===== src/hdl/lagsel_defines.svh =====
`ifndef LAGSEL_DEFINES_SVH
`define LAGSEL_DEFINES_SVH
`define LAGSEL_NPORTS 10
`define LAGSEL_NGROUPS 5
`define LAGSEL_GRP_NONE 3'h0
`define LAGSEL_GRP_MAX 3'h5
`define LAGSEL_FIFO_DEPTH 16
`define LAGSEL_OFF_HASH 8'h00
`define LAGSEL_OFF_PGRP 8'h04
`define LAGSEL_OFF_GTYPE 8'h08
`define LAGSEL_OFF_LIMIT 8'h0c
`define LAGSEL_OFF_MIRROR 8'h10
`define LAGSEL_OFF_GSEL 8'h14
`define LAGSEL_OFF_GSTAT 8'h18
`define LAGSEL_OFF_GNAME 8'h1c
`define LAGSEL_HB_SMAC 0
`define LAGSEL_HB_DMAC 1
`define LAGSEL_HB_IP 2
`define LAGSEL_HB_L4 3
`define LAGSEL_HASH_RST 4'hd
`define LAGSEL_LIMIT_RST 4'h8
`define LAGSEL_LIMIT_MAX 4'ha
`define LAGSEL_NAME_BASE 32'h4c414730
`define LAGSEL_MIR_DST_LSB 16
`endif


===== src/hdl/lagsel_pkg.sv =====
`include "lagsel_defines.svh"
package lagsel_pkg;
   typedef struct packed {
      logic [47:0] smac;
      logic [47:0] dmac;
      logic ipv4;
      logic [31:0] sip;
      logic [31:0] dip;
      logic [15:0] sport;
      logic [15:0] dport;
      logic [2:0] grp;
      logic [3:0] port;
   } lagsel_hdr_s;
   typedef struct packed {
      logic [1:0] speed;
      logic fdx;
      logic up;
   } lagsel_link_s;
   typedef struct packed {
      logic lacp;
      logic [1:0] speed;
      logic [9:0] cfg;
      logic [9:0] agg;
   } lagsel_grp_s;
   typedef enum logic [1:0] {
      BUS_IDLE = 2'b01,
      BUS_ACK = 2'b10
   } lagsel_bus_e;
endpackage : lagsel_pkg


===== src/hdl/lagsel_fifo.sv =====
`timescale 1ns/10ps
module lagsel_fifo #(
   parameter int WIDTH = 8,
   parameter int DEPTH = 16
) (
   // Clock and reset
   input wire logic core_clk_i,
   input wire logic rst_i,
   // Fill side
   input wire logic in_valid_i,
   output logic in_ready_o,
   input wire logic [WIDTH-1:0] in_data_i,
   // Drain side
   output logic out_valid_o,
   input wire logic out_ready_i,
   output logic [WIDTH-1:0] out_data_o
);
   localparam int AW = $clog2(DEPTH);
   logic [WIDTH-1:0] mem_reg [DEPTH];
   logic [AW:0] wr_reg, wr_next, rd_reg, rd_next;
   logic full, empty, push, pop;

   assign empty = (wr_reg == rd_reg);
   assign full = (wr_reg[AW] != rd_reg[AW]) &&
                 (wr_reg[AW-1:0] == rd_reg[AW-1:0]);
   assign in_ready_o = !full;
   assign out_valid_o = !empty;
   assign out_data_o = mem_reg[rd_reg[AW-1:0]];
   assign push = in_valid_i && !full;
   assign pop = out_ready_i && !empty;

   always_comb begin
      wr_next = wr_reg + (AW+1)'(push);
      rd_next = rd_reg + (AW+1)'(pop);
   end

   always_ff @(posedge core_clk_i) begin
      if (rst_i) begin
         wr_reg <= '0;
         rd_reg <= '0;
      end else begin
         wr_reg <= wr_next;
         rd_reg <= rd_next;
      end
      if (push) begin
         mem_reg[wr_reg[AW-1:0]] <= in_data_i;
      end
   end
endmodule : lagsel_fifo


===== src/hdl/lagsel_hash.sv =====
`timescale 1ns/10ps
module lagsel_hash
   import lagsel_pkg::*;
(
   // Header and field enables
   input wire lagsel_hdr_s hdr_i,
   input wire logic [3:0] en_i,
   // Flow code
   output logic [15:0] hash_o
);
   function automatic logic [15:0] fold48(input logic [47:0] v);
      fold48 = v[47:32] ^ v[31:16] ^ v[15:0];
   endfunction : fold48

   logic [15:0] h;
   logic [15:0] dm;
   always_comb begin
      h = 16'h0000;
      dm = fold48(hdr_i.dmac);
      if (en_i[`LAGSEL_HB_SMAC]) begin
         h = h ^ fold48(hdr_i.smac);
      end
      if (en_i[`LAGSEL_HB_DMAC]) begin
         h = h ^ {dm[7:0], dm[15:8]};
      end
      if (en_i[`LAGSEL_HB_IP] && hdr_i.ipv4) begin
         h = h ^ hdr_i.sip[31:16] ^ hdr_i.sip[15:0] ^ hdr_i.dip[31:16]
             ^ hdr_i.dip[15:0];
      end
      if (en_i[`LAGSEL_HB_L4] && hdr_i.ipv4) begin
         h = h ^ hdr_i.sport ^ hdr_i.dport;
      end
      hash_o = h ^ {h[10:0], h[15:11]};
   end
endmodule : lagsel_hash


===== src/hdl/lagsel_top.sv =====
// Overview of operation
// - One flow always leaves on one member
// - Hash MACs, IPv4 addresses, IPv4 L4 ports
// - Source MAC enable, on after reset
// - Destination MAC enable, off after reset
// - IP address enable, on after reset
// - L4 port enable, on after reset
// - Hash enables global, membership per port
// - One group per port, zero means none
// - No port in any group after reset
// - At most ten aggregated ports, ten per group
// - Up to five groups
// - Negotiated group excess ports wait as standby
// - Active members share speed and full duplex
// - Each group appears as one logical port
// - Group members cannot be mirror ports
// - Report id, name, type, speed, ports
//
// The Avalon-MM register port and the address map were decided locally.
`timescale 1ns/10ps
module lagsel_top
   import lagsel_pkg::*;
(
   // Clock and reset
   input wire logic core_clk_i,
   input wire logic rst_i,
   // Avalon-MM slave
   input wire logic [7:0] avs_address_i,
   input wire logic avs_read_i,
   input wire logic avs_write_i,
   input wire logic [31:0] avs_writedata_i,
   input wire logic [3:0] avs_byteenable_i,
   output logic [31:0] avs_readdata_o,
   output logic avs_waitrequest_o,
   // Member port link state
   input wire lagsel_link_s [9:0] link_i,
   // Frames from forwarding engine
   input wire logic in_valid_i,
   output logic in_ready_o,
   input wire lagsel_hdr_s in_hdr_i,
   // Egress decision
   output logic out_valid_o,
   input wire logic out_ready_i,
   output logic [3:0] out_port_o,
   output logic out_drop_o,
   // Logical ports and mirroring limits
   output lagsel_grp_s [4:0] grp_status_o,
   output logic [9:0] mirror_src_o,
   output logic [9:0] mirror_dst_o
);
   //////////////////////////////////////////////////////////////////////
   // Functions
   function automatic logic [3:0] popcnt(input logic [9:0] m);
      logic [3:0] c;
      c = 4'h0;
      for (int i = 0; i < `LAGSEL_NPORTS; i++) begin
         c = c + 4'(m[i]);
      end
      popcnt = c;
   endfunction : popcnt

   function automatic logic [9:0] members(input logic [29:0] pg);
      logic [9:0] m;
      m = 10'h000;
      for (int i = 0; i < `LAGSEL_NPORTS; i++) begin
         m[i] = (pg[3*i +: 3] != `LAGSEL_GRP_NONE);
      end
      members = m;
   endfunction : members

   function automatic logic [9:0] of_group(input logic [29:0] pg,
                                           input logic [2:0] g);
      logic [9:0] m;
      m = 10'h000;
      for (int i = 0; i < `LAGSEL_NPORTS; i++) begin
         m[i] = (pg[3*i +: 3] == g);
      end
      of_group = m;
   endfunction : of_group

   function automatic logic [3:0] pick(input logic [9:0] m,
                                       input logic [15:0] h);
      logic [3:0] k, seen, p;
      k = 4'h0;
      seen = 4'h0;
      p = 4'h0;
      if (popcnt(m) != 4'h0) begin
         k = 4'(h % 16'(popcnt(m)));
      end
      for (int i = 0; i < `LAGSEL_NPORTS; i++) begin
         if (m[i]) begin
            if (seen == k) begin
               p = 4'(i);
            end
            seen = seen + 4'h1;
         end
      end
      pick = p;
   endfunction : pick

   function automatic logic [31:0] be_merge(input logic [31:0] old,
                                            input logic [31:0] wd,
                                            input logic [3:0] be);
      logic [31:0] r;
      r = old;
      for (int b = 0; b < 4; b++) begin
         if (be[b]) begin
            r[8*b +: 8] = wd[8*b +: 8];
         end
      end
      be_merge = r;
   endfunction : be_merge

   //////////////////////////////////////////////////////////////////////
   // Configuration and bus state
   logic [3:0] hash_en_reg, hash_en_next;
   logic [29:0] port_grp_reg, port_grp_next;
   logic [4:0] gtype_reg, gtype_next;
   logic [3:0] limit_reg, limit_next;
   logic [9:0] msrc_reg, msrc_next, mdst_reg, mdst_next;
   logic [2:0] gsel_reg, gsel_next;
   logic [31:0] rdata_reg, rdata_next;
   lagsel_bus_e bus_reg, bus_next;
   lagsel_grp_s [4:0] stat_reg, stat_next;
   logic [31:0] wr_val, rd_val;
   logic [29:0] pg_w;
   lagsel_grp_s cur;

   assign avs_waitrequest_o = (avs_read_i || avs_write_i) &&
                              (bus_reg == BUS_IDLE);
   assign avs_readdata_o = rdata_reg;
   assign cur = (gsel_reg >= 3'h1 && gsel_reg <= `LAGSEL_GRP_MAX) ?
                stat_reg[gsel_reg - 3'h1] : '0;

   always_comb begin
      rd_val = 32'h0000_0000;
      unique case (avs_address_i)
         `LAGSEL_OFF_HASH: rd_val = {28'h0, hash_en_reg};
         `LAGSEL_OFF_PGRP: rd_val = {2'h0, port_grp_reg};
         `LAGSEL_OFF_GTYPE: rd_val = {27'h0, gtype_reg};
         `LAGSEL_OFF_LIMIT: rd_val = {28'h0, limit_reg};
         `LAGSEL_OFF_MIRROR: rd_val = {6'h0, mdst_reg, 6'h0, msrc_reg};
         `LAGSEL_OFF_GSEL: rd_val = {29'h0, gsel_reg};
         `LAGSEL_OFF_GSTAT: begin
            rd_val = {cur.speed, cur.agg, cur.cfg, 5'h0, cur.lacp,
                      1'b0, gsel_reg};
         end
         `LAGSEL_OFF_GNAME: begin
            rd_val = `LAGSEL_NAME_BASE + {29'h0, gsel_reg};
         end
         default: rd_val = 32'h0000_0000;
      endcase
   end

   always_comb begin
      hash_en_next = hash_en_reg;
      port_grp_next = port_grp_reg;
      gtype_next = gtype_reg;
      limit_next = limit_reg;
      msrc_next = msrc_reg;
      mdst_next = mdst_reg;
      gsel_next = gsel_reg;
      rdata_next = rdata_reg;
      bus_next = bus_reg;
      wr_val = be_merge(rd_val, avs_writedata_i, avs_byteenable_i);
      pg_w = wr_val[29:0];
      for (int i = 0; i < `LAGSEL_NPORTS; i++) begin
         if (pg_w[3*i +: 3] > `LAGSEL_GRP_MAX) begin
            pg_w[3*i +: 3] = `LAGSEL_GRP_NONE;
         end
      end
      unique case (bus_reg)
         BUS_IDLE: begin
            if (avs_read_i || avs_write_i) begin
               bus_next = BUS_ACK;
               rdata_next = avs_read_i ? rd_val : 32'h0000_0000;
            end
         end
         BUS_ACK: begin
            bus_next = BUS_IDLE;
            if (avs_write_i) begin
               unique case (avs_address_i)
                  `LAGSEL_OFF_HASH: hash_en_next = wr_val[3:0];
                  `LAGSEL_OFF_PGRP: port_grp_next = pg_w;
                  `LAGSEL_OFF_GTYPE: gtype_next = wr_val[4:0];
                  `LAGSEL_OFF_LIMIT: begin
                     limit_next = (wr_val[3:0] > `LAGSEL_LIMIT_MAX ||
                                   wr_val[3:0] == 4'h0) ?
                                  `LAGSEL_LIMIT_MAX : wr_val[3:0];
                  end
                  `LAGSEL_OFF_MIRROR: begin
                     msrc_next = wr_val[9:0];
                     mdst_next = wr_val[`LAGSEL_MIR_DST_LSB +: 10];
                  end
                  `LAGSEL_OFF_GSEL: gsel_next = wr_val[2:0];
                  default: ;
               endcase
            end
         end
      endcase
      msrc_next = msrc_next & ~members(port_grp_next);
      mdst_next = mdst_next & ~members(port_grp_next);
   end

   //////////////////////////////////////////////////////////////////////
   // Group membership, speed and standby
   always_comb begin
      logic [9:0] cfg, elig;
      logic [1:0] spd;
      logic found;
      logic [3:0] n;
      cfg = 10'h000;
      elig = 10'h000;
      spd = 2'h0;
      found = 1'b0;
      n = 4'h0;
      stat_next = stat_reg;
      for (int g = 0; g < `LAGSEL_NGROUPS; g++) begin
         cfg = of_group(port_grp_reg, 3'(g + 1));
         found = 1'b0;
         spd = 2'h0;
         for (int i = 0; i < `LAGSEL_NPORTS; i++) begin
            if (!found && cfg[i] && link_i[i].up && link_i[i].fdx) begin
               found = 1'b1;
               spd = link_i[i].speed;
            end
         end
         n = 4'h0;
         for (int i = 0; i < `LAGSEL_NPORTS; i++) begin
            elig[i] = cfg[i] && link_i[i].up && link_i[i].fdx &&
                      (link_i[i].speed == spd);
            if (elig[i] && gtype_reg[g]) begin
               if (n >= limit_reg) begin
                  elig[i] = 1'b0;
               end else begin
                  n = n + 4'h1;
               end
            end
         end
         stat_next[g].lacp = gtype_reg[g];
         stat_next[g].speed = spd;
         stat_next[g].cfg = cfg;
         stat_next[g].agg = elig;
      end
   end

   always_ff @(posedge core_clk_i) begin
      if (rst_i) begin
         hash_en_reg <= `LAGSEL_HASH_RST;
         port_grp_reg <= '0;
         gtype_reg <= '0;
         limit_reg <= `LAGSEL_LIMIT_RST;
         msrc_reg <= '0;
         mdst_reg <= '0;
         gsel_reg <= 3'h1;
         rdata_reg <= '0;
         bus_reg <= BUS_IDLE;
         stat_reg <= '0;
      end else begin
         hash_en_reg <= hash_en_next;
         port_grp_reg <= port_grp_next;
         gtype_reg <= gtype_next;
         limit_reg <= limit_next;
         msrc_reg <= msrc_next;
         mdst_reg <= mdst_next;
         gsel_reg <= gsel_next;
         rdata_reg <= rdata_next;
         bus_reg <= bus_next;
         stat_reg <= stat_next;
      end
   end

   assign grp_status_o = stat_reg;
   assign mirror_src_o = msrc_reg;
   assign mirror_dst_o = mdst_reg;

   //////////////////////////////////////////////////////////////////////
   // Frame buffer, hash and egress choice
   lagsel_hdr_s f_hdr;
   logic f_valid, f_ready;
   logic [15:0] hash;
   logic ov_reg, ov_next, drop_reg, drop_next;
   logic [3:0] port_reg, port_next;
   logic [9:0] agg_reg, agg_next;

   lagsel_fifo #(
      .WIDTH($bits(lagsel_hdr_s)),
      .DEPTH(`LAGSEL_FIFO_DEPTH)
   ) u_fifo (
      .core_clk_i(core_clk_i),
      .rst_i(rst_i),
      .in_valid_i(in_valid_i),
      .in_ready_o(in_ready_o),
      .in_data_i(in_hdr_i),
      .out_valid_o(f_valid),
      .out_ready_i(f_ready),
      .out_data_o(f_hdr)
   );

   lagsel_hash u_hash (
      .hdr_i(f_hdr),
      .en_i(hash_en_reg),
      .hash_o(hash)
   );

   assign f_ready = !ov_reg || out_ready_i;

   always_comb begin
      lagsel_grp_s gs;
      gs = '0;
      ov_next = ov_reg && !out_ready_i;
      port_next = port_reg;
      drop_next = drop_reg;
      agg_next = agg_reg;
      if (f_valid && f_ready) begin
         ov_next = 1'b1;
         if (f_hdr.grp == `LAGSEL_GRP_NONE ||
             f_hdr.grp > `LAGSEL_GRP_MAX) begin
            port_next = f_hdr.port;
            drop_next = 1'b0;
            agg_next = 10'h000;
         end else begin
            gs = stat_reg[f_hdr.grp - 3'h1];
            port_next = pick(gs.agg, hash);
            drop_next = (gs.agg == 10'h000);
            agg_next = gs.agg;
         end
      end
   end

   always_ff @(posedge core_clk_i) begin
      if (rst_i) begin
         ov_reg <= 1'b0;
         port_reg <= 4'h0;
         drop_reg <= 1'b0;
         agg_reg <= 10'h000;
      end else begin
         ov_reg <= ov_next;
         port_reg <= port_next;
         drop_reg <= drop_next;
         agg_reg <= agg_next;
      end
   end

   assign out_valid_o = ov_reg;
   assign out_port_o = port_reg;
   assign out_drop_o = drop_reg;

   //////////////////////////////////////////////////////////////////////
   // Assertions
   logic [3:0] tot;
   assign tot = popcnt(stat_reg[0].agg | stat_reg[1].agg |
                       stat_reg[2].agg | stat_reg[3].agg | stat_reg[4].agg);
endmodule : lagsel_top


===== config.mk =====
export PLATFORM = sky130hd
export DESIGN_NAME = lagsel_top
export DESIGN_NICKNAME = d
export VERILOG_FILES = /design/src/hdl/lagsel_pkg.sv /design/src/hdl/lagsel_fifo.sv /design/src/hdl/lagsel_hash.sv /design/src/hdl/lagsel_top.sv
export VERILOG_INCLUDE_DIRS = /design/src /design/src/hdl
export SDC_FILE = /design/constraint.sdc
export NUM_CORES = 2
export LEC_CHECK = 0
export BUFFER_PORTS_ARGS = -buffer_cell sky130_fd_sc_hd__buf_4
export CAP_MARGIN = 20
export CELL_PAD_IN_SITES_DETAIL_PLACEMENT = 0
export CELL_PAD_IN_SITES_GLOBAL_PLACEMENT = 1
export CORE_ASPECT_RATIO = 1.5
export CORE_MARGIN = 2
export CORE_UTILIZATION = 45
export CTS_CLUSTER_SIZE = 24
export DETAILED_ROUTE_END_ITERATION = 7
export PLACE_DENSITY_LB_ADDON = 0.1
export SYNTH_ARGS = -nofsm -noshare
export SYNTH_HDL_FRONTEND = slang
export SYNTH_HIERARCHICAL = 1
export SYNTH_SLANG_ARGS = --single-unit
export TNS_END_PERCENT = 100

===== constraint.sdc =====
create_clock -name core_clk_i -period 38.3 [get_ports core_clk_i]
set_input_delay 3.83 -clock core_clk_i [delete_from_list [all_inputs] [get_ports core_clk_i]]
set_output_delay 3.83 -clock core_clk_i [all_outputs]
set_load 0.02 [all_outputs]

==> run summary <==
die outline width: 474 um
slowest stage delay, CP: 0.58 ns
number of endpoints with negative hold slack in the final report: 0
cell area after synthesis: 149,000 um2
worst slew margin relative to its limit: 19.8%
Compound-Gate Fraction of Synth Area: 6.43%
critical path arrival: 36.33 ns
grt ovf: 0
Top Ports: 465
Nets: 9,794
flip-flop and latch count after synthesis: 3,431
layout overhead on the synthesized area: 13.2%
commonest non-fill, non-tap cells in the layout: sky130_fd_sc_hd__edfxtp_1, sky130_fd_sc_hd__mux2i_1, sky130_fd_sc_hd__buf_4
maximum clock rate: 28.2 MHz
cell total after placement: 13,300
number of hold-repair buffers added at the cts stage: 0
via count normalized by instance count: 6.04
FFs w/ async S/R, synth: 0%
setup violation total in the final timing report: 0
cell count after synthesis: 8,687
CP Launch Type: register
met1 usage: 32.8%
Layout Skew: 0.0655 ns
simple-gate share of the synthesized area: 4.19%
busiest metal layer after global routing: met2
CTS tree: built
period utilisation layout: 92.7%
xor/xnor cell area share of the yosys netlist: 2.86%
Max Fanout on Critical Path: 20
wire per inst: 31.3 um
measured slew at the worst slew-check pin: 1.19 ns
initial core utilization: 45.2%
largest family of logic cells by synthesized area: multiplexers
flip-flop count of the largest register, all copies and words added: 3,200
final wirelength: 437,000 um
Top cell by count, worst path: sky130_fd_sc_hd__ha_1
PnR worst setup slack: 2.81 ns
CTS max path bufs: 4
count of final max-slew check failures: 0
maximum level of the CTS H-tree: 5
routability-driven placement congestion ratio: 0.948
top cell type by total area after synthesis: sky130_fd_sc_hd__edfxtp_1
antenna violation net count after detailed routing: 0
floorplan core area: 330,000 um2
share of layout cells above drive strength 1: 19.3%
met3 routing resource usage after global routing: 3.65%
die footprint: 336,000 um2
vias in the first global route: 84,800
drt initial violations: 6,941
first-pass GRT wire length: 619,000 um
number of DRC violations after detailed routing: 0
max-cap violation count: 0
# fillers: 26,900
part of the Yosys area used for sequential elements: 67.5%
capturing element type of the critical path: register
number of flops mapped to enable cells by yosys: 3,200
number of sinks driven by the clock tree: 3,431
Cell Count, Final, Fillers Out: 13,900
Synth area leaders: sky130_fd_sc_hd__edfxtp_1, sky130_fd_sc_hd__mux4_2, sky130_fd_sc_hd__mux2i_1, sky130_fd_sc_hd__dfxtp_1, sky130_fd_sc_hd__ha_1
fraction of the core area covered by cells at the end of the flow: 51.2%
clock latency on the worst-skew pair: 0.93 ns
number of buffer and inverter stages on the critical path: 10
count of unique library cells instantiated by Yosys: 128
number of buffers inserted during clock tree synthesis: 335
syn_area_per_cell: 17.2 um2
post-route setup TNS: 0 ns
met2 global-route usage: 44.1%
most used flip-flop cell after synthesis: sky130_fd_sc_hd__edfxtp_1
largest delay contributor family on the critical path: compound AO/OA/AOI/OAI gates
Period minus WS final: 35.49 ns
number of warnings reported in the yosys synthesis log: 6
type of the worst setup path: reg2reg
commonest non-fill, non-tap cell in the layout: sky130_fd_sc_hd__edfxtp_1
initial antenna violation count: 70
GRT Total Usage: 25.6%
DP HPWL: 256,000 um
Placement Rows: 258
Worst path slowest cell: sky130_fd_sc_hd__dfxtp_4
clock-pin slew on the worst setup and hold paths: 0.06 ns
endpoint required time on the critical path: 39.14 ns
via count: 84,200
type of the most critical hold path: reg2reg
run status: finished clean
unrepaired setup endpoints after global routing: false
number of port buffers: 462
proportion of synthesized area in mux cells: 14.4%
fraction of post-synthesis cell area in the top cell type by area: 64.4%
First-pass DRT Iterations: 8
largest net degree at the start of global routing: 146
post-synthesis adder-cell area fraction: 2.36%
root buffer cell: sky130_fd_sc_hd__clkbuf_16
Setup Slack @ Placement: 1.43 ns
synthesized netlist net count: 9,253
Die Y-Extent: 709 um
==> worst paths after layout <==
kind | depth (start not counted) | startpoint | to | slack [ns]
worst max-delay path | 152 | u_fifo/rd_reg[0] | out_port_o[1] | 2.81
worst min-delay path | 2 | out_port_o[3] | out_port_o[3] | 0.45
worst max register to register | 152 | u_fifo/rd_reg[0] | out_port_o[1] | 2.81
worst min register to register | 2 | out_port_o[3] | out_port_o[3] | 0.45
==> synth_stat cells (all sizes together) (13+ instances only) <==
library cell,count
nand4,45
nand2,300
o21ai,303
a211oi,32
xnor2,212
nand2b,90
a221o,15
o211ai,19
o21a,31
dfxtp,231
clkbuf,177
xnor3,17
mux2i,665
nor2b,29
xor3,33
nor4,22
ha,269
o211a,15
and3,46
o2111a,16
a21oi,235
nor3,151
mux4,623
a22oi,254
xor2,141
and2,37
nor2,356
o22ai,14
a32oi,204
o31ai,17
a21o,79
mux2,42
or3,29
buf,285
nand3,100
a31oi,14
nor3b,17
a221oi,13
inv,148
or2,13
edfxtp,3200
==> per-stage QoR <==
step | cell area (um2) | hold slack, ns
detailed placement | 158000 | 0.449
global route | 169000 | 0.479
CTS | 169000 | 0.458
global placement | 158000 | 0.450
finish | 169000 | 0.454
floorplan | 149000 | 0.475
==> cell families after synthesis <==
logic type / after synthesis
buffers and inverters: 615
muxes: 1330
DFF: 3431
AOI/OAI and AO/OA: 1358
adders and majority gates: 278
xor gates and xnor gates: 403
and+or+nand+nor: 1272
==> metal layers <==
metal,routed length [um],vias up
met5,246,-
met4,17800,38
met3,23000,741
met2,220000,2605
met1,175000,44500
li1,-,36200
==> tightest hold or removal path: stages (launching register included) <==
cell,delay (ns)
sky130_fd_sc_hd__dfxtp_1,0.31
sky130_fd_sc_hd__nand2_1,0.05
sky130_fd_sc_hd__a21oi_1,0.05
==> layout make-up <==
type / instances / area, um2 / area share [%]
diodes: 27 / 67.6 / 0.0400
clock buffers: 400 / 8750 / 5.19
clock inverters: 199 / 2270 / 1.34
inverters: 153 / 587 / 0.348
multi-input cells: 4641 / 45400 / 26.9
flip-flops and latches: 3431 / 101000 / 59.7
well taps: 4420 / 5530 / 3.28
repair buffers: 665 / 5420 / 3.21
repair inverters: 1 / 5.00 / 0.00296
==> timing repair <==
action | in CTS | in global routing
buffers inserted | 0 | 1
gates resized for setup | 0 | 18
setup endpoints to repair | 0 | 4
endpoints found under the hold margin | 0 | 0
Power is not shown: default switching activity piles up to over one toggle a cycle in this logic, so the estimate is an artifact.
